===== src/left_hp_mix_params.svh =====
// register indices, field positions and reset values for the left headphone mix bank
`ifndef LEFT_HP_MIX_PARAMS_SVH
`define LEFT_HP_MIX_PARAMS_SVH

// page-zero register indices
`define IDX_RSVD_A        8'h2D
`define IDX_LAMP_TO_MAIN  8'h2E
`define IDX_LDAC_TO_MAIN  8'h2F
`define IDX_RSVD_B        8'h30
`define IDX_RAMP_TO_MAIN  8'h31
`define IDX_RDAC_TO_MAIN  8'h32
`define IDX_MAIN_LEVEL    8'h33
`define IDX_RSVD_C        8'h34
`define IDX_LAMP_TO_COM   8'h35
`define IDX_LDAC_TO_COM   8'h36
`define IDX_RSVD_D        8'h37

// route register layout
`define ROUTE_EN_BIT      7
`define ATTEN_MSB         6
`define ATTEN_LSB         0
`define ATTEN_MUTE_MIN    7'h76
`define ROUTE_RESET       8'h00

// level register layout
`define LVL_GAIN_MSB      7
`define LVL_GAIN_LSB      4
`define LVL_UNMUTE_BIT    3
`define LVL_HIZ_BIT       2
`define LVL_PEND_BIT      1
`define LVL_POWER_BIT     0
`define LVL_RESET         8'h06

// reserved slots and counts
`define RSVD_RESET        8'h00
`define NUM_ROUTES        6
`define NUM_MAIN_ROUTES   4
`define NUM_RSVD          4
`define SLOT_NONE         3'h7
`define RSVD_NONE         3'h4
`define READ_UNMAPPED     8'h00
`define ATTEN_RESET       7'h00
`define PEND_RESET        1'h1

`endif


===== src/left_hp_mix_pkg.sv =====
// shared types for the left headphone mix bank
package left_hp_mix_pkg;
    typedef logic [7:0] reg_byte_t;
    typedef logic [6:0] atten_t;
    typedef logic [3:0] lvl_gain_t;
    typedef logic [2:0] slot_t;
endpackage


===== src/route_if.sv =====
// carrier between the bank and one source-to-output route path
`timescale 1ns/1ns
interface route_if;
    logic                        wr;
    left_hp_mix_pkg::reg_byte_t  wdata;
    left_hp_mix_pkg::reg_byte_t  value;
    left_hp_mix_pkg::atten_t     applied;
    logic                        muted;
    logic                        pending;

    modport ctrl (output wr, output wdata, input value, input applied, input muted, input pending);
    modport path (input wr, input wdata, output value, output applied, output muted, output pending);
endinterface


===== src/route_path.sv =====
// one route register with its stepped attenuation and mute decode
`timescale 1ns/1ns
`include "left_hp_mix_params.svh"
module route_path (
    // clock and reset
    input  wire logic    clk,
    input  wire logic    reset_n,
    input  wire logic    ce,
    // register and path signals
    route_if.path        bus
);
    left_hp_mix_pkg::reg_byte_t  value_q;
    left_hp_mix_pkg::reg_byte_t  value_d;
    left_hp_mix_pkg::atten_t     applied_q;
    left_hp_mix_pkg::atten_t     applied_d;
    logic                        muted_q;
    logic                        muted_d;
    left_hp_mix_pkg::atten_t     target;

    assign target = value_q[`ATTEN_MSB:`ATTEN_LSB];

    // stored byte holds until the next write; applied gain walks one code per cycle
    // so a big jump never reaches the analog path as a single click
    always_comb begin
        value_d = value_q;
        if (bus.wr) begin
            value_d = bus.wdata;
        end
        applied_d = applied_q;
        if (applied_q < target) begin
            applied_d = applied_q + 7'h01;
        end else if (applied_q > target) begin
            applied_d = applied_q - 7'h01;
        end
        muted_d = (applied_d >= `ATTEN_MUTE_MIN);
    end

    always_ff @(posedge clk or negedge reset_n) begin
        if (!reset_n) begin
            value_q   <= `ROUTE_RESET;
            applied_q <= `ATTEN_RESET;
            muted_q   <= 1'b0;
        end else if (ce) begin
            value_q   <= value_d;
            applied_q <= applied_d;
            muted_q   <= muted_d;
        end
    end

    assign bus.value   = value_q;
    assign bus.applied = applied_q;
    assign bus.muted   = muted_q;
    assign bus.pending = (applied_q != target);
endmodule // route_path


===== src/left_hp_mix_route_regs.sv =====
// left headphone mix route and level register bank
`timescale 1ns/1ns
`include "left_hp_mix_params.svh"
module left_hp_mix_route_regs (
    // clock, enable and reset
    input  wire logic          CLK,
    input  wire logic          RESET_N,
    input  wire logic          CE,
    // register access port
    input  wire logic          REG_WR,
    input  wire logic          REG_RD,
    input  wire logic [7:0]    REG_INDEX,
    input  wire logic [7:0]    REG_WDATA,
    output logic      [7:0]    REG_RDATA,
    // route controls toward the analog mixer
    output logic      [5:0]    ROUTE_EN,
    output logic      [41:0]   ROUTE_ATTEN,
    output logic      [5:0]    ROUTE_MUTE,
    // main output driver controls
    output logic      [3:0]    MAIN_LEVEL_GAIN,
    output logic               MAIN_UNMUTE,
    output logic               MAIN_HIZ_PD,
    output logic               MAIN_POWER_UP,
    output logic               MAIN_GAIN_PENDING
);
    // route slots, in the order of the ROUTE_EN, ROUTE_MUTE and ROUTE_ATTEN buses:
    //   slot 0: left input amp to main out
    //   slot 1: left dac path one to main out
    //   slot 2: right input amp to main out
    //   slot 3: right dac path one to main out
    //   slot 4: left input amp to common out
    //   slot 5: left dac path one to common out
    // only slots 0 to 3 feed the pending status of the main output
    // index to route slot; the slot order also sets the output bus order
    function automatic left_hp_mix_pkg::slot_t route_slot(input logic [7:0] idx);
        unique case (idx)
            `IDX_LAMP_TO_MAIN: route_slot = 3'h0;
            `IDX_LDAC_TO_MAIN: route_slot = 3'h1;
            `IDX_RAMP_TO_MAIN: route_slot = 3'h2;
            `IDX_RDAC_TO_MAIN: route_slot = 3'h3;
            `IDX_LAMP_TO_COM:  route_slot = 3'h4;
            `IDX_LDAC_TO_COM:  route_slot = 3'h5;
            default:           route_slot = `SLOT_NONE;
        endcase
    endfunction

    // reserved slots fill the gaps of the map: 0 below the first route, 1 between
    // the left dac and right amp routes, 2 after the level register and 3 after
    // the common-out routes; each keeps a full byte
    // index to reserved slot
    function automatic left_hp_mix_pkg::slot_t rsvd_slot(input logic [7:0] idx);
        unique case (idx)
            `IDX_RSVD_A: rsvd_slot = 3'h0;
            `IDX_RSVD_B: rsvd_slot = 3'h1;
            `IDX_RSVD_C: rsvd_slot = 3'h2;
            `IDX_RSVD_D: rsvd_slot = 3'h3;
            default:     rsvd_slot = `RSVD_NONE;
        endcase
    endfunction

    // the level register is decoded for both write and read
    function automatic logic is_level(input logic [7:0] idx);
        is_level = (idx == `IDX_MAIN_LEVEL);
    endfunction

    // level, reserved and read-back state
    left_hp_mix_pkg::reg_byte_t  level_q;
    left_hp_mix_pkg::reg_byte_t  level_d;
    left_hp_mix_pkg::reg_byte_t  rsvd_q [`NUM_RSVD];
    left_hp_mix_pkg::reg_byte_t  rsvd_d [`NUM_RSVD];
    left_hp_mix_pkg::reg_byte_t  rdata_q;
    left_hp_mix_pkg::reg_byte_t  rdata_d;

    // pending summary and write decode
    logic                        pend_q;
    logic                        pend_d;
    logic [`NUM_ROUTES-1:0]      route_pend;
    left_hp_mix_pkg::slot_t      wr_slot;
    left_hp_mix_pkg::slot_t      wr_rsvd;
    logic                        level_wr;

    // one carrier per route path
    route_if rif[`NUM_ROUTES] ();

    // index decode shared by the write and read sides
    assign wr_slot  = route_slot(REG_INDEX);
    assign wr_rsvd  = rsvd_slot(REG_INDEX);
    assign level_wr = REG_WR && is_level(REG_INDEX);

    // one path per route register; each takes only its own index
    // and drives its own slice of the route buses
    genvar gi;
    generate
        for (gi = 0; gi < `NUM_ROUTES; gi = gi + 1) begin : g_route
            assign rif[gi].wr    = REG_WR && (wr_slot == 3'(gi));
            assign rif[gi].wdata = REG_WDATA;
            assign ROUTE_EN[gi]  = rif[gi].value[`ROUTE_EN_BIT];
            assign ROUTE_ATTEN[gi*7 +: 7] = rif[gi].applied;
            assign ROUTE_MUTE[gi] = rif[gi].muted;
            assign route_pend[gi] = rif[gi].pending;
            route_path u_path (
                .clk     (CLK),
                .reset_n (RESET_N),
                .ce      (CE),
                .bus     (rif[gi])
            );
        end
    endgenerate

    // flattened route values so the read mux can index them by slot
    left_hp_mix_pkg::reg_byte_t  route_val [`NUM_ROUTES];
    generate
        for (gi = 0; gi < `NUM_ROUTES; gi = gi + 1) begin : g_val
            assign route_val[gi] = rif[gi].value;
        end
    endgenerate

    function automatic left_hp_mix_pkg::reg_byte_t rif_value(input left_hp_mix_pkg::slot_t s);
        rif_value = route_val[s];
    endfunction

    // level register; the status bit is never taken from software, it follows the pending summary.
    // level codes above nine are not filtered, the host is trusted to avoid them
    always_comb begin
        level_d = level_q;
        if (level_wr) begin
            level_d[`LVL_GAIN_MSB:`LVL_GAIN_LSB] = REG_WDATA[`LVL_GAIN_MSB:`LVL_GAIN_LSB];
            level_d[`LVL_UNMUTE_BIT] = REG_WDATA[`LVL_UNMUTE_BIT];
            level_d[`LVL_HIZ_BIT]    = REG_WDATA[`LVL_HIZ_BIT];
            level_d[`LVL_POWER_BIT]  = REG_WDATA[`LVL_POWER_BIT];
        end
        level_d[`LVL_PEND_BIT] = pend_d;
    end

    // level state freezes while the clock enable is low
    always_ff @(posedge CLK or negedge RESET_N) begin
        if (!RESET_N) begin
            level_q <= `LVL_RESET;
        end else if (CE) begin
            level_q <= level_d;
        end
    end

    // reserved slots keep a stray write so it reads back, though the host must not write them
    always_comb begin
        for (int i = 0; i < `NUM_RSVD; i++) begin
            rsvd_d[i] = rsvd_q[i];
        end
        if (REG_WR && wr_rsvd != `RSVD_NONE) begin
            rsvd_d[wr_rsvd[1:0]] = REG_WDATA;
        end
    end

    // reserved storage freezes with the rest of the bank
    always_ff @(posedge CLK or negedge RESET_N) begin
        if (!RESET_N) begin
            for (int i = 0; i < `NUM_RSVD; i++) begin
                rsvd_q[i] <= `RSVD_RESET;
            end
        end else if (CE) begin
            for (int i = 0; i < `NUM_RSVD; i++) begin
                rsvd_q[i] <= rsvd_d[i];
            end
        end
    end

    // pending while any main-out route is still stepping toward its target;
    // common-out routes are left out, they do not feed the main output
    assign pend_d = |route_pend[`NUM_MAIN_ROUTES-1:0];

    // registered summary so the status output comes straight from a flop
    always_ff @(posedge CLK or negedge RESET_N) begin
        if (!RESET_N) begin
            pend_q <= `PEND_RESET;
        end else if (CE) begin
            pend_q <= pend_d;
        end
    end

    // read mux; answer lands one cycle after the strobe and holds until the next read
    always_comb begin
        rdata_d = rdata_q;
        if (REG_RD) begin
            rdata_d = `READ_UNMAPPED;
            if (wr_slot != `SLOT_NONE) begin
                rdata_d = rif_value(wr_slot);
            end else if (wr_rsvd != `RSVD_NONE) begin
                rdata_d = rsvd_q[wr_rsvd[1:0]];
            end else if (is_level(REG_INDEX)) begin
                rdata_d = level_q;
            end
        end
    end

    // read data also freezes while the clock enable is low
    always_ff @(posedge CLK or negedge RESET_N) begin
        if (!RESET_N) begin
            rdata_q <= `READ_UNMAPPED;
        end else if (CE) begin
            rdata_q <= rdata_d;
        end
    end

    // every output is a flop of this module or of a route path
    assign REG_RDATA         = rdata_q;
    assign MAIN_LEVEL_GAIN   = level_q[`LVL_GAIN_MSB:`LVL_GAIN_LSB];
    assign MAIN_UNMUTE       = level_q[`LVL_UNMUTE_BIT];
    assign MAIN_HIZ_PD       = level_q[`LVL_HIZ_BIT];
    assign MAIN_POWER_UP     = level_q[`LVL_POWER_BIT];
    assign MAIN_GAIN_PENDING = pend_q;
endmodule // left_hp_mix_route_regs


===== config.mk =====
export PLATFORM = sky130hd
export DESIGN_NAME = left_hp_mix_route_regs
export DESIGN_NICKNAME = d
export VERILOG_FILES = /design/src/left_hp_mix_pkg.sv /design/src/route_if.sv /design/src/route_path.sv /design/src/left_hp_mix_route_regs.sv
export VERILOG_INCLUDE_DIRS = /design/src
export SDC_FILE = /design/constraint.sdc
export NUM_CORES = 1
export LEC_CHECK = 0
export BUFFER_PORTS_ARGS = -buffer_cell sky130_fd_sc_hd__buf_2
export CAP_MARGIN = 20
export CORE_MARGIN = 2
export CORE_UTILIZATION = 30
export CTS_CLUSTER_DIAMETER = 30
export DETAILED_ROUTE_END_ITERATION = 6
export PLACE_DENSITY_LB_ADDON = 0.05
export SYNTH_ARGS = -nofsm -noshare
export SYNTH_HDL_FRONTEND = slang
export SYNTH_SLANG_ARGS = --single-unit

===== constraint.sdc =====
create_clock -name CLK -period 6.4 [get_ports CLK]
set_input_delay 0.64 -clock CLK [delete_from_list [all_inputs] [get_ports CLK]]
set_output_delay 0.64 -clock CLK [all_outputs]
set_load 0.05 [all_outputs]

==> Word level (Yosys, flattened, before mapping) <==
Cells that the tools add are included.
Widths: inputs -> output; s select.
{ "totals": {"latch_bits": 0, "n_memories": 0, "word_cells": 128, "reg_bits": 144, "mem_bits_rw": 0, "romBits": 0, "output_inout_bits": 70} }
{ "op_classes": {"shifts": 0, "div": 0, "eq_ne": 22, "bitwise": 2, "reduce_logical": 20, "magnitude_cmp": 21, "n_mul": 0, "n_mux": 26, "addsub": 12} }
{ "ops": {"columns": ["operator", "n"], "rows": [
  ["$eq 8x6->1 const B", 11],
  ["$mux 7", 12],
  ["$mux 8", 8],
  ["$add 7x1->7 const B", 6],
  ["$ge 7x7->1 const B", 6],
  ["$gt 7x7->1", 6],
  ["$lt 7x7->1", 6],
  ["$sub 7x1->7 const B", 6],
  ["$bwmux 32", 1],
  ["$ne 7x7->1", 4],
  ["$bmux 8 s3", 1],
  ["$pmux 3 s6", 1],
  ["$reduce_and 2->1", 9],
  ["$bmux 8 s2", 1],
  ["$demux 8 s2", 1],
  ["$pmux 3 s4", 1],
  ["$logic_and 1x1->1", 9],
  ["$eq 3x2->1 const B", 2],
  ["$eq 3x3->1 const B", 2],
  ["$ne 3x3->1 const B", 2],
  ["$ge 4x4->1 const B", 1],
  ["$not 3->4", 1],
  ["$reduce_or 4->1", 1],
  ["$eq 3x1->1 const B", 1],
  ["other kinds (4)", 4]
]} }

==> Longest topological paths before layout <==
Gate-level depths: netlist of run 1.
{ "logic_depth": {"word_depth": 8, "ltp_mapped": 10} }

==> Cells and area by module <==
Synthesis of run 1 repeated with hierarchy kept, for this count alone.
{ "hier_totals": {"hier_cells": 948, "hier_area_um2": 9596.7} }
{ "modules_own_cells": {"columns": ["module", "seq_area_each_um2", "area_per_inst_um2", "cells_each", "instances"], "rows": [
  ["route_path at g_route[0].u_path ...", 400.4, 1118.6, 115, 5],
  ["left_hp_mix_route_regs", 1203.7, 2880.3, 258, 1],
  ["route_path at g_route[1].u_path", 400.4, 1123.6, 115, 1]
]} }

==> Worst setup path before layout of run 1 <==
No wires, ideal clock.
{ "synth_timing": {"kind": "register -> register", "from": "register g_route[3].u_path.applied_q[6]", "to": "register g_route[3].u_path.muted_q", "arrival_time_ns": 2.567, "setup_time_ns": 0.110, "path_stages_with_launch": 9, "t_required_ns": 6.290, "slack_ns": 3.722, "synth_period_minus_slack_ns": 2.678, "path_buffers": 0, "cell_sequence": "dfrtp_1 -> ha_1 -> and4_1 -> nand4_1 -> o21ai_1 -> or4b_1 -> nor4_2 -> nor3_1 -> o41ai_1"} }
{ "synth_between": {"elab_chain_cells": 4, "elab_cells_between_ends": 7, "cone_classes": "2 x add/sub; 3 x order compare; 2 x mux"} }
{ "synth_rtl": {"columns": ["item", "line", "source"], "rows": [
  ["start: declaration", "route_path.sv:14", "left_hp_mix_pkg::atten_t applied_q;"],
  ["start signal: assignment", "route_path.sv:41", "applied_q <= `ATTEN_RESET;"],
  ["start signal: assignment", "route_path.sv:45", "applied_q <= applied_d;"],
  ["$sub 7x1->7 / $gt 7x7->1 (equally long branches)", "route_path.sv:33, route_path.sv:32", null],
  ["$mux 7", "route_path.sv:32", "end else if (applied_q > target) begin"],
  ["$mux 7 *", "route_path.sv:30", "if (applied_q < target) begin"],
  ["$ge 7x7->1 (no source line) *", null, null],
  ["end signal: assignment", "route_path.sv:46", "muted_q <= muted_d;"],
  ["end: declaration", "route_path.sv:16", "logic muted_q;"]
]} }
Mark *: on every way between the ends. The rest lies on a longest branch, timed or not.
A chain may end at the register's enable or synchronous reset.

==> Worst setup path after layout of run 1 <==
{ "layout_timing": {"from": "input REG_INDEX[0]", "to": "register g_route[5].u_path.value_q[0]"} }
{ "layout_between": {"elab_chain_cells": 5, "elab_cells_between_ends": 10, "cone_classes": "7 x eq/ne; 1 x mux; 2 x reduce/logical"} }
{ "layout_rtl": {"columns": ["item", "line", "source"], "rows": [
  ["start: declaration", "left_hp_mix_route_regs.sv:12", "input wire logic [7:0] REG_INDEX,"],
  ["$eq 8x6->1", "left_hp_mix_route_regs.sv:36", "unique case (idx)"],
  ["$pmux 3 s6 *", "left_hp_mix_route_regs.sv:36", null],
  ["$eq 3x3->1 *", "left_hp_mix_route_regs.sv:95", "assign rif[gi].wr = REG_WR && (wr_slot == 3'(gi));"],
  ["$logic_and 1x1->1 *", "left_hp_mix_route_regs.sv:95", null],
  ["$reduce_and 2->1 (no source line) *", null, null],
  ["end signal: assignment", "route_path.sv:40", "value_q <= `ROUTE_RESET;"],
  ["end signal: assignment", "route_path.sv:44", "value_q <= value_d;"],
  ["end: declaration", "route_path.sv:12", "left_hp_mix_pkg::reg_byte_t value_q;"]
]} }
Marks and branches as above.

==> impl_metrics.env, run 1 <==
export IMPL_synth_edf_count=0
export IMPL_wl_um=26400
export IMPL_fillCellCount=3082
export IMPL_tns_ps=0
export IMPL_clk_path_buf_depth=2
export IMPL_io_pins=91
export IMPL_ir_drop_mv=0.232
export IMPL_area_growth_pct=13.5
export IMPL_die_w_um=178
export IMPL_cts_tree="done"
export IMPL_antenna_found_initial=0
export IMPL_start_util_pct=30.5
export IMPL_setup_viol=0
export IMPL_drive_gt1_share_pct=20.7
export IMPL_hold_buffers=0
export IMPL_synth_flop_cell="dfrtp_1"
export IMPL_postCtsSetupRepairBufs=0
export IMPL_endpoint_kind="register"
export IMPL_grt_usage_pct=17.2
export IMPL_drcViolationCount=0
export IMPL_clock_latency_ps=420
export IMPL_skew_ps=13.9
export IMPL_cp_required_ps=6700
export IMPL_fmax_ghz=0.337
export IMPL_syn_avg_cell_area_sq_um=9.56
export IMPL_regToRegSetupSlack_ps=3490
export IMPL_hpwlAfterDp_um=18900
export IMPL_yosys_area_top_type="dfrtp_1"
export IMPL_ys_seq_area_share_pct=39.8
export IMPL_antenna_cells=0
export IMPL_yosys_area_top_type_share_pct=39.2
export IMPL_dieArea_sq_um=31600
export IMPL_p_leak_nw=4.70
export IMPL_async_flop_share_pct=100
export IMPL_path_max_fanout=17
export IMPL_grt_max_degree=99
export IMPL_netlist_top_cells_area="dfrtp_1, ha_1, mux2_2, nand2_1, xnor2_1"
export IMPL_utilization_pct=34.6
export IMPL_nNetsFinal=1080
export IMPL_synth_seq_cells=144
export IMPL_synth_fp_nets=1023
export IMPL_slew_headroom_pct=35.1
export IMPL_drt_initial_drc_count=535
export IMPL_yosysWarnings=0
export IMPL_synth_area_sq_um=9070
export IMPL_row_count=63
export IMPL_cts_root_buf="clkbuf_16"
export IMPL_coreArea_sq_um=29700
export IMPL_vias=7202
export IMPL_grt_pass1_vias=6930
export IMPL_grt_overflow=0
export IMPL_wire_per_inst_um=18.7
export IMPL_hold_violations=0
export IMPL_grt_setup_unrepaired="no"
export IMPL_dpl_cell_area_sq_um=9720
export IMPL_ant_nets=0
export IMPL_fin_ws_ps=3440
export IMPL_cts_clk_slew_worst_paths_ps=70
export IMPL_vias_per_cell=5.12
export IMPL_min_period_over_period_pct=46.3
export IMPL_htree_levels=4
export IMPL_slew_violations=0
export IMPL_startpoint="REG_INDEX[0]"
export IMPL_final_area_sq_um=10300
export IMPL_fin_crit_ps=2960
export IMPL_cts_sinks=144
export IMPL_place_ws_ps=3010
export IMPL_worst_pin_slew_ps=974
export IMPL_grt_first_pass_wirelength_um=41700
export IMPL_path_class="primary input to register"
export IMPL_dr_pass1_iters=6
export IMPL_netlist_cell_type_count=88
export IMPL_start_kind="primary input"
export IMPL_hp_class="primary input to async pin"
export IMPL_maxCapViolCount=0
export IMPL_io_buffers=90
export IMPL_routabilityCongestion=0.763
export IMPL_status="finished clean"
export IMPL_cts_buffers=17
export IMPL_p_per_area_nw_per_um2=404
export IMPL_die_height_um=178
export IMPL_crit_arrival_ps=3260
export IMPL_cts_resized=0
export IMPL_r2r_start="g_route[3].u_path.bus.applied[4]"
export IMPL_syn_inst=948
==> worst max-delay path: stages <==
cell	delay (ps)
buf_2	200
or3b_2	560
a211oi_4	680
inv_1	150
nor2_1	620
mux2_2	400
==> cells in the mapped netlist, types with 6 or more instances <==
cell      instances
dfrtp_1         142
nand2_1         104
inv_1            64
mux2_2           59
o21ai_0          58
ha_1             54
nor2_1           51
a21oi_1          37
xnor2_1          37
nand3_1          24
xor2_1           23
clkbuf_1         22
buf_4            19
nor3_1           19
a222oi_1         16
and3_1           13
o21ai_1          12
nand4_1          10
a22o_1            9
o211ai_1          8
nand2b_1          7
nand3b_1          7
a211oi_1          6
a31oi_1           6
nor3b_1           6
or2_2             6
==> final cells by class <==
| class | instances | area, sq um | area share, % |
|---|---|---|---|
| clock buffers | 20 | 437 | 4.24 |
| clock inverters | 12 | 135 | 1.31 |
| inverters | 64 | 240 | 2.33 |
| multi-input cells | 685 | 4900 | 47.7 |
| flip-flops and latches | 144 | 3610 | 35.0 |
| well taps | 390 | 488 | 4.74 |
| repair buffers | 93 | 479 | 4.66 |
==> state kept, by name (all words and copies together), names as in the netlist <==
name and count:
g_route.u_path.bus.value 48, g_route.u_path.bus.applied 42, rsvd_q 32, REG_RDATA 8
level_q 8, g_route.u_path.bus.muted 6
==> placed cells by master (no fill, tap or decap), types with 8 or more instances in the layout <==
cell type / netlist / layout
a21oi_1: 37 / 37
a222oi_1: 16 / 16
a22o_1: 9 / 9
and3_1: 13 / 13
buf_2: 4 / 89
clkbuf_16: 0 / 17
dfrtp_1: 142 / 142
ha_1: 54 / 54
inv_1: 64 / 64
mux2_2: 59 / 59
nand2_1: 104 / 104
nand3_1: 24 / 24
nand4_1: 10 / 10
nor2_1: 51 / 51
nor3_1: 19 / 19
o211ai_1: 8 / 8
o21ai_0: 58 / 58
o21ai_1: 12 / 12
xnor2_1: 37 / 37
xor2_1: 23 / 23
==> routing by layer <==
metal | routed length (um) | track usage (%) | up-vias
met5 | 0 | 0 | -
met4 | 182 | 3.07 | 0
met3 | 841 | 2.57 | 16
met2 | 12200 | 27.5 | 133
met1 | 13200 | 24.9 | 3537
li1 | - | - | 3516
==> path summary, 6_finish.rpt <==
| check | to | depth (start not counted) |
|---|---|---|
| setup / recovery | g_route[5].u_path.bus.value[0] | 6 |
| hold / removal | g_route[4].u_path.bus.applied[4] | 1 |
| setup reg to reg | g_route[3].u_path.bus.muted | 8 |
| hold reg to reg | REG_RDATA[4] | 2 |
| max in group asynchronous | rsvd_q[14] | 2 |
| min in group CLK | REG_RDATA[4] | 2 |
==> per-stage QoR <==
stage	hold slack (ps)	power, mW	cells
global placement	465	3.21	1376
CTS	391	4.22	1408
global route	414	4.47	1408
floorplan	344	2.75	948
finish	332	4.16	1408
detailed placement	469	3.19	1376
==> cell families after synthesis <==
kind of cell	after synthesis	synth area share, %
AO/OA/AOI/OAI	217	16.5
AND/OR/NAND/NOR	290	16.5
buffers and inverters	119	6.14
adder cells (fa/ha/maj)	54	7.45
flip-flops	144	39.8
multiplexers	64	7.88
XOR/XNOR	60	5.80
==> power by group <==
part / internal [mW] / total [mW] / switching (mW)
Clock: 0.577 / 1.00 / 0.423
Sequential: 1.07 / 1.41 / 0.342
Combinational: 0.611 / 1.75 / 1.14
Total: 2.26 / 4.16 / 1.90
Note: power is estimated with default switching activity, not from simulation.
==> inputs of run 2 (changes only) <==
- clock period: 6.4 -> 2.6 ns (I/O delays scaled with it)
==> run 2 against run 1 <==
Largest power group unchanged. Sequential share of layout area down 2.2 points. Setup slack worse by 3300 ps. Routed wire length is 4.6% higher. Largest cell class unchanged. Highest routed layer unchanged. Global-route usage increased by 0.71 points. First-iteration DRC count decreased by 19%.
==> impl_metrics.env, run 2 (synthesis gave the netlist of run 1 again) <==
export IMPL_fin_crit_ps=2480
export IMPL_dr_pass1_iters=6
export IMPL_critPathMaxStageDelay_ps=580
export IMPL_row_count=63
export IMPL_crit_family="simple AND/OR/NAND/NOR gates"
export IMPL_multi_input_area_sq_um=4970
export IMPL_final_cell_mix="dfrtp_1, nand2_1, buf_2, buf_4, inv_1"
export IMPL_min_period_over_period_pct=95.2
export IMPL_power_frac_seq_pct=28.0
export IMPL_clock_latency_ps=430
export IMPL_total_power_mw=10.8
export IMPL_crit_buf_inv=0
export IMPL_dieArea_sq_um=31600
export IMPL_io_pins=91
export IMPL_r2r_end="g_route[3].u_path.bus.muted"
export IMPL_hpwlAfterDp_um=20500
export IMPL_crit_arrival_ps=2790
export IMPL_fmax_ghz=0.404
export IMPL_drcViolationCount=0
export IMPL_start_kind="register"
export IMPL_antenna_found_initial=0
export IMPL_internal_power_mw=5.92
export IMPL_skew_ps=10.7
export IMPL_slew_violations=0
export IMPL_maxCapViolCount=0
export IMPL_grt_usage_pct=17.9
export IMPL_regToRegSetupSlack_ps=120
export IMPL_worst_pin_slew_ps=828
export IMPL_dp_cells=1456
export IMPL_grt_max_degree=61
export IMPL_pwr_share_clk_pct=22.5
export IMPL_die_w_um=178
export IMPL_cts_tree="done"
export IMPL_worstPathCellList="ha_1 > and4_1 > a21boi_4 > o21ai_1 > or4b_4 > nor4_2 > nor3_1 > o41ai_1"
export IMPL_switching_share_pct=45.1
export IMPL_fin_ws_ps=124
export IMPL_r2r_start="g_route[3].u_path.bus.applied[4]"
export IMPL_worstHoldStart="REG_WDATA[1]"
export IMPL_path_depth=8
export IMPL_start_util_pct=30.5
export IMPL_largest_reg_flops=48
export IMPL_fillCellCount=3095
export IMPL_antenna_cells=0
export IMPL_p_per_area_nw_per_um2=981
export IMPL_status="finished clean"
export IMPL_htree_levels=4
export IMPL_wl_um=27600
export IMPL_area_growth_pct=21.3
export IMPL_cp_required_ps=2910
export IMPL_wire_per_inst_um=18.5
export IMPL_grt_setup_unrepaired="yes"
export IMPL_crit_slowest_cell="or4b_4"
export IMPL_grt_first_pass_wirelength_um=43300
export IMPL_cts_sinks=144
export IMPL_p_sw_mw=4.87
export IMPL_drt_initial_drc_count=434
export IMPL_cp_endpoint="g_route[3].u_path.bus.muted"
export IMPL_final_common_cell="dfrtp_1"
export IMPL_path_max_fanout=5
export IMPL_routabilityCongestion=0.770
export IMPL_p_leak_nw=5.11
export IMPL_die_height_um=178
export IMPL_startpoint="g_route[3].u_path.bus.applied[4]"
export IMPL_grt_overflow=0
export IMPL_clk_path_buf_depth=2
export IMPL_ir_drop_mv=0.498
export IMPL_final_cells=1489
export IMPL_path_class="register to register"
export IMPL_grt_pass1_vias=7306
export IMPL_slew_headroom_pct=44.4
export IMPL_hold_ws_ps=228
export IMPL_worst_r2r_cell_count=8
export IMPL_io_buffers=90
export IMPL_ant_nets=0
export IMPL_vias_per_cell=5.01
export IMPL_cts_buffers=17
export IMPL_cts_clk_slew_worst_paths_ps=70
export IMPL_place_ws_ps=68.9
export IMPL_hold_violations=0
export IMPL_seq_area_sq_um=3610
export IMPL_hp_class="primary input to register"
export IMPL_nNetsFinal=1161
export IMPL_endpoint_kind="register"
export IMPL_cts_root_buf="clkbuf_16"
export IMPL_drive_gt1_share_pct=28.1
export IMPL_vias=7467
export IMPL_setup_viol=0
export IMPL_combPwrFrac_pct=49.4
export IMPL_coreArea_sq_um=29700
==> run 2: cell types whose count changed in the layout (fill, tap and decap cells not counted), sizes merged <==
cell         previous run  this run
dlygate4sd3             0         1
clkbuf                 20        18
bufinv                  2         1
buf                    93       173
inv                    66        68
clkinvlp                1         2
==> run 2: area by class of cell <==
type,instances,area share [%]
clock buffer,18,3.99
clock inverter,14,1.21
inverter,64,2.18
tap,390,4.44
timing repair buffer,174,10.1
multi-input combinational,685,45.2
sequential,144,32.9
==> run 2: worst register-to-register path, stage by stage, from the launching register on <==
cell and delay (ps):
dfrtp_1 400, ha_1 310, and4_1 230, a21boi_4 200
o21ai_1 100, or4b_4 580, nor4_2 150, nor3_1 90
o41ai_1 310
==> run 2: metal layers <==
metal	up-vias	routed length, um	global-route usage [%]
met5	-	0	0
li1	3672	-	-
met4	0	295	4.20
met2	112	12700	28.3
met3	16	826	2.68
met1	3667	13800	25.7
==> run 2: what timing repair did <==
action,in CTS,in global routing
setup endpoints to repair,0,9
gates resized for setup,0,14
endpoints found under the hold margin,57,0
setup buffers,0,0
hold buffers,1,0
==> run 2: power by group through the flow <==
stage	clock network (mW)	logic, mW	registers [mW]
2_1_floorplan	0	2.47	4.32
3_3_place_gp	0	5.31	3.07
3_5_place_dp	0	5.28	3.07
4_1_cts	2.51	5.31	3.04
5_1_grt	2.60	5.86	3.09
6_report	2.43	5.33	3.03
==> run 2: metrics by stage <==
step | setup TNS (ps) | util, % | area (sq um)
final | 0 | 37.0 | 11000
after global routing | -106 | 37.0 | 11000
after global placement | 0 | 34.8 | 10400
after CTS | 0 | 36.8 | 10900
after detailed placement | 0 | 34.8 | 10400
after floorplan | 0 | - | 9070
==> run 2: worst min path at each step <==
stage	end	slack, ps	cells past startpoint
floorplan	REG_RDATA[0]	-40	0
global placement	g_route[3].u_path.bus.applied[2]	310	1
detailed placement	g_route[4].u_path.bus.applied[6]	310	1
CTS	g_route[2].u_path.bus.value[2]	210	3
global route	g_route[0].u_path.bus.value[1]	220	3
finish	g_route[1].u_path.bus.value[1]	230	3
